**src/common/scip_pkg.sv**
```systemverilog
/*
   constants and types shared by the process-image device end, the network
   adapter end and the link interface between them.
   assumes a single 10 MHz clock common to both ends.
*/
// How it works
// - two output bytes drive channels 1 to 16
// - six input bytes: status word, then channels
// - status bits 0,1,4,5 used, rest zero
// - config byte 0 picks substitute behaviour
// - config bytes 1-2 give substitute pattern
// - instances 100/193/192 out, 101 in
// - config instance 102, none for listen only
// - channel direction follows its use only
// - output channels mirrored into input image
// - controller never drives a channel used as input
// - ready for connection within 350 ms
// - connection setup finishes within 500 ms
// - listen only must be multicast
package scip_pkg;

   // clock and timing
   localparam int CLK_KHZ      = 10000;
   localparam int READY_MAX_MS = 350;
   localparam int SETUP_MAX_MS = 500;
   localparam int BOOT_US      = 1000;
   localparam int BOOT_CYC     = (BOOT_US * CLK_KHZ) / 1000;
   localparam int SETUP_CYC    = SETUP_MAX_MS * CLK_KHZ;
   localparam int CNT_W        = 24;

   // image widths in bits
   localparam int OUT_W  = 16;
   localparam int IN_W   = 48;
   localparam int CFG_W  = 24;
   localparam int STAT_W = 32;

   // assembly instances
   localparam logic [7:0] INST_OUT_EO = 8'h64;
   localparam logic [7:0] INST_IN     = 8'h65;
   localparam logic [7:0] INST_CFG    = 8'h66;
   localparam logic [7:0] INST_OUT_LO = 8'hC0;
   localparam logic [7:0] INST_OUT_IO = 8'hC1;
   localparam logic [7:0] INST_NONE   = 8'h00;

   // status word bit positions
   localparam int ST_SHORT    = 0;
   localparam int ST_OVLD     = 1;
   localparam int ST_SUP_OVLD = 4;
   localparam int ST_SUP_UV   = 5;

   // adapter register offsets
   localparam logic [7:0] REG_CTRL   = 8'h00;
   localparam logic [7:0] REG_OUT    = 8'h04;
   localparam logic [7:0] REG_CFG    = 8'h08;
   localparam logic [7:0] REG_STAT   = 8'h0C;
   localparam logic [7:0] REG_IN_LO  = 8'h10;
   localparam logic [7:0] REG_IN_HI  = 8'h14;
   localparam logic [7:0] REG_IRQ    = 8'h18;
   localparam logic [7:0] REG_MASK   = 8'h1C;

   // control register fields
   localparam int CTRL_OPEN  = 0;
   localparam int CTRL_LOST  = 1;
   localparam int CTRL_TYPE  = 2;
   localparam int CTRL_MCAST = 4;

   // interrupt status bits
   localparam int IRQ_W     = 4;
   localparam int IRQ_UP    = 0;
   localparam int IRQ_REJ   = 1;
   localparam int IRQ_IN    = 2;
   localparam int IRQ_TMO   = 3;

   localparam logic [1:0] RESP_OKAY   = 2'h0;
   localparam logic [1:0] RESP_SLVERR = 2'h2;

   typedef enum logic [1:0] {
      CT_EO = 2'b00,
      CT_IO = 2'b01,
      CT_LO = 2'b10
   } scip_conn_t;

   typedef enum logic [7:0] {
      SV_LOW  = 8'h00,
      SV_HIGH = 8'h01,
      SV_HOLD = 8'h02,
      SV_PAT  = 8'h03
   } scip_subst_t;

   typedef enum logic [0:0] {
      DS_IDLE = 1'b0,
      DS_UP   = 1'b1
   } scip_dstate_t;

endpackage

```
**src/common/scip_link_if.sv**
```systemverilog
/*
   link between the adapter end and the process-image device end.
   assumes both ends run on the same clock; no crossing needed.
*/
`timescale 1ns/1ns
interface scip_link_if;
   import scip_pkg::*;

   // connection request from adapter
   logic             conn_req;
   scip_conn_t       conn_type;
   logic             conn_mcast;
   logic [7:0]       out_inst;
   logic [7:0]       in_inst;
   logic [7:0]       cfg_inst;
   logic             conn_lost;
   // cyclic and configuration data from adapter
   logic             out_valid;
   logic [OUT_W-1:0] out_data;
   logic             cfg_valid;
   logic [CFG_W-1:0] cfg_data;
   // answers from device
   logic             dev_ready;
   logic             conn_ack;
   logic             conn_rej;
   logic             conn_up;
   logic [IN_W-1:0]  in_data;
   logic             in_valid;

   modport dev (
      input  conn_req, conn_type, conn_mcast, out_inst, in_inst, cfg_inst, conn_lost,
      input  out_valid, out_data, cfg_valid, cfg_data,
      output dev_ready, conn_ack, conn_rej, conn_up, in_data, in_valid
   );

   modport adp (
      output conn_req, conn_type, conn_mcast, out_inst, in_inst, cfg_inst, conn_lost,
      output out_valid, out_data, cfg_valid, cfg_data,
      input  dev_ready, conn_ack, conn_rej, conn_up, in_data, in_valid
   );
endinterface

```
**src/logic/scip_adapter.sv**
```systemverilog
/*
   network adapter end: software opens connections and moves images
   through AXI4-Lite registers; events raise a masked interrupt.
   assumes an AXI4-Lite master on aclk and the device end on the link.
*/
// The placing of the registers and the AXI4-Lite interface to the registers were chosen for this implementation.
`timescale 1ns/1ns
module scip_adapter
   import scip_pkg::*;
#(
   parameter int SETUP_CYCLES = SETUP_CYC
) (
   // clock and reset
   input  wire logic        aclk,
   input  wire logic        aresetn,
   // link to the device
   scip_link_if.adp         lk,
   // axi4-lite write
   input  wire logic [7:0]  awaddr,
   input  wire logic        awvalid,
   output wire logic        awready,
   input  wire logic [31:0] wdata,
   input  wire logic [3:0]  wstrb,
   input  wire logic        wvalid,
   output wire logic        wready,
   output wire logic [1:0]  bresp,
   output wire logic        bvalid,
   input  wire logic        bready,
   // axi4-lite read
   input  wire logic [7:0]  araddr,
   input  wire logic        arvalid,
   output wire logic        arready,
   output wire logic [31:0] rdata,
   output wire logic [1:0]  rresp,
   output wire logic        rvalid,
   input  wire logic        rready,
   // interrupt
   output wire logic        irq
);

   localparam logic [CNT_W-1:0] SETUP_LAST = CNT_W'(SETUP_CYCLES - 1);

   typedef struct packed {
      logic             aw_ok;
      logic [7:0]       aw_a;
      logic             w_ok;
      logic [31:0]      w_d;
      logic             bv;
      logic [1:0]       br;
      logic             rv;
      logic [31:0]      rd;
      logic [1:0]       rr;
      scip_conn_t       ctype;
      logic             mcast;
      logic             req;
      logic             lost;
      logic             ov;
      logic [OUT_W-1:0] od;
      logic             cv;
      logic [CFG_W-1:0] cd;
      logic [IN_W-1:0]  in_img;
      logic [IRQ_W-1:0] ist;
      logic [IRQ_W-1:0] imask;
      logic             wait_ans;
      logic [CNT_W-1:0] tcnt;
   } scip_adp_t;

   scip_adp_t r;
   scip_adp_t n;
   logic      wr_go;
   logic      rd_go;

   assign wr_go = r.aw_ok && r.w_ok && !r.bv;
   assign rd_go = arvalid && !r.rv;

   always_comb begin
      n = r;
      n.req  = 1'b0;
      n.lost = 1'b0;
      n.ov   = 1'b0;
      n.cv   = 1'b0;

      // address and data taken in either order
      if (awvalid && !r.aw_ok && !r.bv) begin
         n.aw_ok = 1'b1;
         n.aw_a  = awaddr;
      end
      if (wvalid && !r.w_ok && !r.bv) begin
         n.w_ok = 1'b1;
         n.w_d  = wdata;
      end
      if (r.bv && bready) begin
         n.bv = 1'b0;
      end

      // register writes; strobes ignored, whole words only
      if (wr_go) begin
         n.aw_ok = 1'b0;
         n.w_ok  = 1'b0;
         n.bv    = 1'b1;
         n.br    = RESP_OKAY;
         case (r.aw_a)
            REG_CTRL: begin
               n.ctype = scip_conn_t'(r.w_d[CTRL_TYPE +: 2]);
               n.mcast = r.w_d[CTRL_MCAST];
               n.req   = r.w_d[CTRL_OPEN];
               n.lost  = r.w_d[CTRL_LOST] && !r.w_d[CTRL_OPEN];
               if (r.w_d[CTRL_OPEN]) begin
                  n.wait_ans = 1'b1;
                  n.tcnt     = '0;
               end
            end
            REG_OUT: begin
               n.ov = 1'b1;
               n.od = r.w_d[OUT_W-1:0];
            end
            REG_CFG: begin
               n.cv = r.ctype != CT_LO;
               n.cd = r.w_d[CFG_W-1:0];
            end
            REG_MASK: n.imask = r.w_d[IRQ_W-1:0];
            default:  n.br = RESP_SLVERR;
         endcase
      end

      // register reads; reading the interrupt status clears it
      if (r.rv && rready) begin
         n.rv = 1'b0;
      end
      if (rd_go) begin
         n.rv = 1'b1;
         n.rr = RESP_OKAY;
         n.rd = '0;
         case (araddr)
            REG_CTRL:  n.rd = 32'({r.mcast, r.ctype, 2'h0});
            REG_OUT:   n.rd = 32'(r.od);
            REG_CFG:   n.rd = 32'(r.cd);
            REG_STAT:  n.rd = 32'({r.wait_ans, lk.conn_up, lk.dev_ready});
            REG_IN_LO: n.rd = r.in_img[31:0];
            REG_IN_HI: n.rd = 32'(r.in_img[IN_W-1:32]);
            REG_IRQ: begin
               n.rd  = 32'(r.ist);
               n.ist = '0;
            end
            REG_MASK:  n.rd = 32'(r.imask);
            default:   n.rr = RESP_SLVERR;
         endcase
      end

      // setup watchdog; device must answer within the setup limit
      if (r.wait_ans) begin
         if (lk.conn_ack || lk.conn_rej) begin
            n.wait_ans = 1'b0;
         end else if (r.tcnt == SETUP_LAST) begin
            n.wait_ans   = 1'b0;
            n.ist[IRQ_TMO] = 1'b1;
         end else begin
            n.tcnt = r.tcnt + 1'b1;
         end
      end

      // events set after the clear, so a set in the read cycle survives
      if (lk.in_valid) begin
         n.in_img      = lk.in_data;
         n.ist[IRQ_IN] = 1'b1;
      end
      if (lk.conn_ack) begin
         n.ist[IRQ_UP] = 1'b1;
      end
      if (lk.conn_rej) begin
         n.ist[IRQ_REJ] = 1'b1;
      end
   end

   always_ff @(posedge aclk) begin
      if (!aresetn) begin
         r <= '0;
      end else begin
         r <= n;
      end
   end

   // bus handshakes
   assign awready = !r.aw_ok && !r.bv;
   assign wready  = !r.w_ok && !r.bv;
   assign bvalid  = r.bv;
   assign bresp   = r.br;
   assign arready = !r.rv;
   assign rvalid  = r.rv;
   assign rdata   = r.rd;
   assign rresp   = r.rr;
   assign irq     = |(r.ist & r.imask);

   // link drive; instance numbers follow the connection type
   assign lk.conn_req   = r.req;
   assign lk.conn_type  = r.ctype;
   assign lk.conn_mcast = r.mcast;
   assign lk.out_inst   = r.ctype == CT_EO ? INST_OUT_EO :
                          r.ctype == CT_IO ? INST_OUT_IO : INST_OUT_LO;
   assign lk.in_inst    = INST_IN;
   assign lk.cfg_inst   = r.ctype == CT_LO ? INST_NONE : INST_CFG;
   assign lk.conn_lost  = r.lost;
   assign lk.out_valid  = r.ov;
   assign lk.out_data   = r.od;
   assign lk.cfg_valid  = r.cv;
   assign lk.cfg_data   = r.cd;

endmodule

```
**src/flat_wrapper.sv**
```systemverilog
// flat-port wrapper written by rule: the top's interface ports become plain ports
module scip_adapter_flat import scip_pkg::*;
#(
   parameter int SETUP_CYCLES = SETUP_CYC
)
  (aclk, aresetn, awaddr, awvalid, awready, wdata, wstrb, wvalid, wready, bresp, bvalid, bready, araddr, arvalid, arready, rdata, rresp, rvalid, rready, irq, lk_conn_req, lk_conn_type, lk_conn_mcast, lk_out_inst, lk_in_inst, lk_cfg_inst, lk_conn_lost, lk_out_valid, lk_out_data, lk_cfg_valid, lk_cfg_data, lk_dev_ready, lk_conn_ack, lk_conn_rej, lk_conn_up, lk_in_data, lk_in_valid);
  scip_link_if lk_i ();
  input  wire logic aclk;
  input  wire logic aresetn;
  input  wire logic [7:0] awaddr;
  input  wire logic awvalid;
  output wire logic awready;
  input  wire logic [31:0] wdata;
  input  wire logic [3:0] wstrb;
  input  wire logic wvalid;
  output wire logic wready;
  output wire logic [1:0] bresp;
  output wire logic bvalid;
  input  wire logic bready;
  input  wire logic [7:0] araddr;
  input  wire logic arvalid;
  output wire logic arready;
  output wire logic [31:0] rdata;
  output wire logic [1:0] rresp;
  output wire logic rvalid;
  input  wire logic rready;
  output wire logic irq;
  output wire logic [$bits(lk_i.conn_req)-1:0] lk_conn_req;
  output wire logic [$bits(lk_i.conn_type)-1:0] lk_conn_type;
  output wire logic [$bits(lk_i.conn_mcast)-1:0] lk_conn_mcast;
  output wire logic [$bits(lk_i.out_inst)-1:0] lk_out_inst;
  output wire logic [$bits(lk_i.in_inst)-1:0] lk_in_inst;
  output wire logic [$bits(lk_i.cfg_inst)-1:0] lk_cfg_inst;
  output wire logic [$bits(lk_i.conn_lost)-1:0] lk_conn_lost;
  output wire logic [$bits(lk_i.out_valid)-1:0] lk_out_valid;
  output wire logic [$bits(lk_i.out_data)-1:0] lk_out_data;
  output wire logic [$bits(lk_i.cfg_valid)-1:0] lk_cfg_valid;
  output wire logic [$bits(lk_i.cfg_data)-1:0] lk_cfg_data;
  input wire logic [$bits(lk_i.dev_ready)-1:0] lk_dev_ready;
  input wire logic [$bits(lk_i.conn_ack)-1:0] lk_conn_ack;
  input wire logic [$bits(lk_i.conn_rej)-1:0] lk_conn_rej;
  input wire logic [$bits(lk_i.conn_up)-1:0] lk_conn_up;
  input wire logic [$bits(lk_i.in_data)-1:0] lk_in_data;
  input wire logic [$bits(lk_i.in_valid)-1:0] lk_in_valid;
  assign lk_conn_req = lk_i.conn_req;
  assign lk_conn_type = lk_i.conn_type;
  assign lk_conn_mcast = lk_i.conn_mcast;
  assign lk_out_inst = lk_i.out_inst;
  assign lk_in_inst = lk_i.in_inst;
  assign lk_cfg_inst = lk_i.cfg_inst;
  assign lk_conn_lost = lk_i.conn_lost;
  assign lk_out_valid = lk_i.out_valid;
  assign lk_out_data = lk_i.out_data;
  assign lk_cfg_valid = lk_i.cfg_valid;
  assign lk_cfg_data = lk_i.cfg_data;
  assign lk_i.dev_ready = lk_dev_ready;
  assign lk_i.conn_ack = lk_conn_ack;
  assign lk_i.conn_rej = lk_conn_rej;
  assign lk_i.conn_up = lk_conn_up;
  assign lk_i.in_data = lk_in_data;
  assign lk_i.in_valid = lk_in_valid;
  scip_adapter #(.SETUP_CYCLES(SETUP_CYCLES)) u_core (.aclk(aclk), .aresetn(aresetn), .lk(lk_i), .awaddr(awaddr), .awvalid(awvalid), .awready(awready), .wdata(wdata), .wstrb(wstrb), .wvalid(wvalid), .wready(wready), .bresp(bresp), .bvalid(bvalid), .bready(bready), .araddr(araddr), .arvalid(arvalid), .arready(arready), .rdata(rdata), .rresp(rresp), .rvalid(rvalid), .rready(rready), .irq(irq));
endmodule
```
**config.mk**
```make
export PLATFORM = sky130hd
export DESIGN_NAME = scip_adapter_flat
export DESIGN_NICKNAME = d
export VERILOG_FILES = /design/src/common/scip_pkg.sv /design/src/common/scip_link_if.sv /design/src/logic/scip_adapter.sv /design/src/flat_wrapper.sv
export SDC_FILE = /design/constraint.sdc
export NUM_CORES = 1
export LEC_CHECK = 0
export BUFFER_PORTS_ARGS = -buffer_cell sky130_fd_sc_hd__buf_2
export CAP_MARGIN = 10
export CORE_ASPECT_RATIO = 2
export CORE_MARGIN = 8
export CORE_UTILIZATION = 35
export CTS_BUF_LIST = sky130_fd_sc_hd__clkbuf_8
export DETAILED_ROUTE_END_ITERATION = 7
export GPL_ROUTABILITY_DRIVEN = 0
export PLACE_DENSITY_LB_ADDON = 0.08
export SYNTH_ARGS = -nofsm -noshare
export SYNTH_HDL_FRONTEND = slang
export SYNTH_SLANG_ARGS = --single-unit
```
**constraint.sdc**
```tcl
create_clock -name aclk -period 1.95 [get_ports aclk]
set_input_delay 0.0975 -clock aclk [delete_from_list [all_inputs] [get_ports aclk]]
set_output_delay 0.0975 -clock aclk [all_outputs]
set_load 0.005 [all_outputs]
```
==> impl_metrics.toml <==
[floorplan]
core_area_mm2 = 0.02483
fp.dieW_um = 127.7
initial_core_util = 0.3517
rows = 82
die_area_mm2 = 0.03057
io_pins = 225
die_h_um = 239.4

[clock_tree]
post_cts_buffers = 0
cts-buffers-inserted = 17
cts_sinks = 198
cts-root-buf = "clkbuf_8"
cts_tree = "built"
cts.clk_slew.worst_paths_ns = 0.10
htreeDepth = 4
cts_buffer_depth = 2
clkLatencyLatePin_ns = 0.48

[grt]
grt_max_degree = 54
antenna_found_initial = 0
grt_pass1_vias = 7333
grt_usage = 0.1628
grt_overflow = 0
grt_pass1_wl_um = 39500

[sta]
rsz0062_at_grt = "true"
period_minus_slack_ns = 1.897
skew_ns = 0.01180
drv_slew = 0
setup_ws_ns = 0.05293
tightest_slew_ns = 0.5074
min_period_over_period = 0.9729
finalHoldViolCount = 0
setup_violations = 0
max-slew-margin-rel = 0.6599
fmax_mhz = 527.1

[worst_setup_path]
rrSetupSlack_ns = 0.05
critPathLaunchType = "flop"
crit_required_ns = 2.32
rr_endpoint = "u_core.r[17]$_SDFF_PN0_"
endpoint = "u_core.r[17]$_SDFF_PN0_"
critPathArrivalTime_ns = 2.27
crit_fanout = 6
r2r_start = "u_core.r[7]$_SDFF_PN0_"
crit_start = "u_core.r[7]$_SDFF_PN0_"
crit_type = "reg2reg"
cp-end-kind = "flop"
r2r_cells = 5

[hold_path]
hold_class = "in2reg"

[logic_synthesis]
synth.area.mux_share = 0.09097
synth_top_area_frac = 0.4539
synth_top_family_by_area = "simple AND/OR/NAND/NOR gates"
synthXorXnorAreaFrac = 0.01203
synthAdderAreaFrac = 0.001433
avgSynthCellArea_um2 = 8.587
synth_commonest_cells = "198 x dfxtp_1, 162 x nand2_1, 113 x nor2_1, 99 x buf_4, 76 x mux2i_1"
netlist_instances = 1017
yosysTopAreaCell = "dfxtp_1"
netlist_area_mm2 = 0.008733
ys_top_cells_by_area = "dfxtp_1 45%, mux2i_1 8.7%, buf_4 8.5%"
yosys_warnings = 0
synth.distinct_cells = 58
ys_seq_area_frac = 0.4539
synth_edf_count = 0
synthFlopType = "dfxtp_1"
synthMostInstantiatedCell = "dfxtp_1"
async_flop_share = 0
synth_compound_area_frac = 0.1218
synth-simple-area-share = 0.2027
ys_ff_latch = 198

[cells_and_area]
nNetsFinal = 1346
num_antenna_cells = 0
syn_to_final_growth_pct = 27.35
regArea_mm2 = 0.003968
multi_input_area_mm2 = 0.003881
fill_cells = 2534
drive_above_1_share = 0.2496
stdcell_area_mm2 = 0.01112
final_cells = 1582

[job]
drv_cap = 0

[routing]
routedWlPerCell_um = 15.64
firstDrtPassIters = 7
vias = 7341
totalWireLength_um = 24750
antenna_left = 0
first_iter_violations = 493
drc = 0
vias_per_cell = 4.640

[place]
dp_hpwl_um = 18350
placed_area_mm2 = 0.009771
placed_cells = 1463
preCtsSetupSlack_ns = 0.01376
port_buffers = 194

[power_and_ir_drop]
peakVddDrop_mv = 0.4113
total_power_w = 0.007912
powerDensity_mw_per_mm2 = 711.4
leakage_nw = 4.761

[outcome]
status = "finished clean"
registers in the layout, indices dropped and copies added (netlist names):
register              flops
u_core.rresp              1
u_core.rvalid             1
u_core.lk.conn_mcast      1
u_core.lk.out_valid       1
u_core.lk.conn_type       2
u_core.rdata             32
u_core.bresp              1
u_core.r                115
u_core.lk.conn_req        1
u_core.bvalid             1
u_core.lk.cfg_valid       1
u_core.lk.conn_lost       1
u_core.lk.out_data       16
u_core.lk.cfg_data       24
where the power goes:
group          internal (W)  switching [W]  leakage [nW]  total (W)
Combinational      0.000385       0.000383          2.92   0.000769
Clock               0.00145        0.00145         0.225    0.00290
Sequential          0.00416      0.0000851          1.61    0.00425
Total               0.00599        0.00192          4.76    0.00791
worst min path at each step:
stage	start	end	slack, ns	cells past startpoint
floorplan	lk_conn_ack	u_core.r[29]$_SDFFE_PN0P_	0.22	1
global placement	lk_in_data[11]	u_core.r[44]$_SDFFE_PN0P_	0.33	3
detailed placement	awaddr[5]	u_core.r[204]$_SDFFE_PN0P_	0.34	3
CTS	aresetn	u_core.lk.cfg_data[16]$_SDFFE_PN0P_	0.03	3
global route	aresetn	u_core.r[31]$_SDFFE_PN0P_	0.07	2
finish	aresetn	u_core.r[22]$_SDFF_PN0_	0.06	3
metal layers:
metal  global-route usage  vias up  share of wire  routed length, um
met2               0.2490      190           0.44              10980
met5                    0        -              0                  0
met1               0.2155     3330           0.48              11840
met3              0.04348       22          0.058               1434
met4              0.05838        0          0.020                493
li1                     -     3799              -                  -
placed cells by master (no fill, tap or decap), types with 3 or more instances in the layout:
cell / synthesis / final
a211o_1: 5 / 5
a21o_1: 5 / 5
a21oi_1: 58 / 58
a221oi_1: 11 / 11
a222oi_1: 8 / 8
a22oi_1: 11 / 11
a31oi_1: 4 / 4
and2_1: 4 / 4
and3_1: 5 / 5
buf_12: 0 / 6
buf_2: 2 / 194
buf_4: 99 / 55
bufinv_16: 0 / 3
clkbuf_8: 0 / 22
clkinv_4: 0 / 3
conb_1: 2 / 18
dfxtp_1: 198 / 195
dfxtp_2: 0 / 3
dlygate4sd3_1: 0 / 87
inv_1: 5 / 4
mux2i_1: 76 / 76
nand2_1: 162 / 162
nand2b_1: 10 / 10
nand3_1: 37 / 37
nand3b_1: 3 / 3
nand4_1: 11 / 11
nor2_1: 113 / 112
nor2b_1: 4 / 4
nor3_1: 9 / 9
nor3b_1: 4 / 4
nor4_1: 7 / 7
o21a_1: 4 / 3
o21ai_0: 45 / 45
o22ai_1: 3 / 3
o2bb2ai_1: 5 / 5
or2_2: 3 / 3
xor2_1: 11 / 11
layout make-up:
class / instances / area share
inverter: 5 / 0.001912
multi-input combinational: 668 / 0.3490
tap: 336 / 0.03780
sequential: 198 / 0.3567
clock buffer: 22 / 0.02722
clock inverter: 10 / 0.01282
timing repair buffer: 343 / 0.2145
metrics by stage:
stage | hold WS [ns] | TNS (ns) | util
3_5_place_dp | 0.3442 | 0 | 0.3935
6_report | 0.06490 | 0 | 0.4479
4_1_cts | 0.02689 | 0 | 0.4469
3_3_place_gp | 0.3343 | 0 | 0.3935
2_1_floorplan | 0.2213 | -0.01481 | -
5_1_grt | 0.06572 | -0.04631 | 0.4479
cell families after synthesis:
kind of cell,count (synthesis)
simple gates,390
flops,198
compound gates,169
buf+inv,167
mux,78
xor+xnor,12
other cells,2
fa+ha+maj,1
what timing repair did:
item | in CTS | in global routing
hold buffers | 87 | 0
setup endpoints to repair | 1 | 31
pin swaps | 1 | 1
gates resized for setup | 1 | 6
gates cloned | 0 | 0
endpoints found under the hold margin | 86 | 0
critical path, cell delays in order (launching register included):
cell and delay (ns):
dfxtp_1 0.32, nand4b_1 0.16, or4_4 0.59, o21a_4 0.27, and4_1 0.20, a211o_1 0.26
Power figures use the tool's default switching activity.
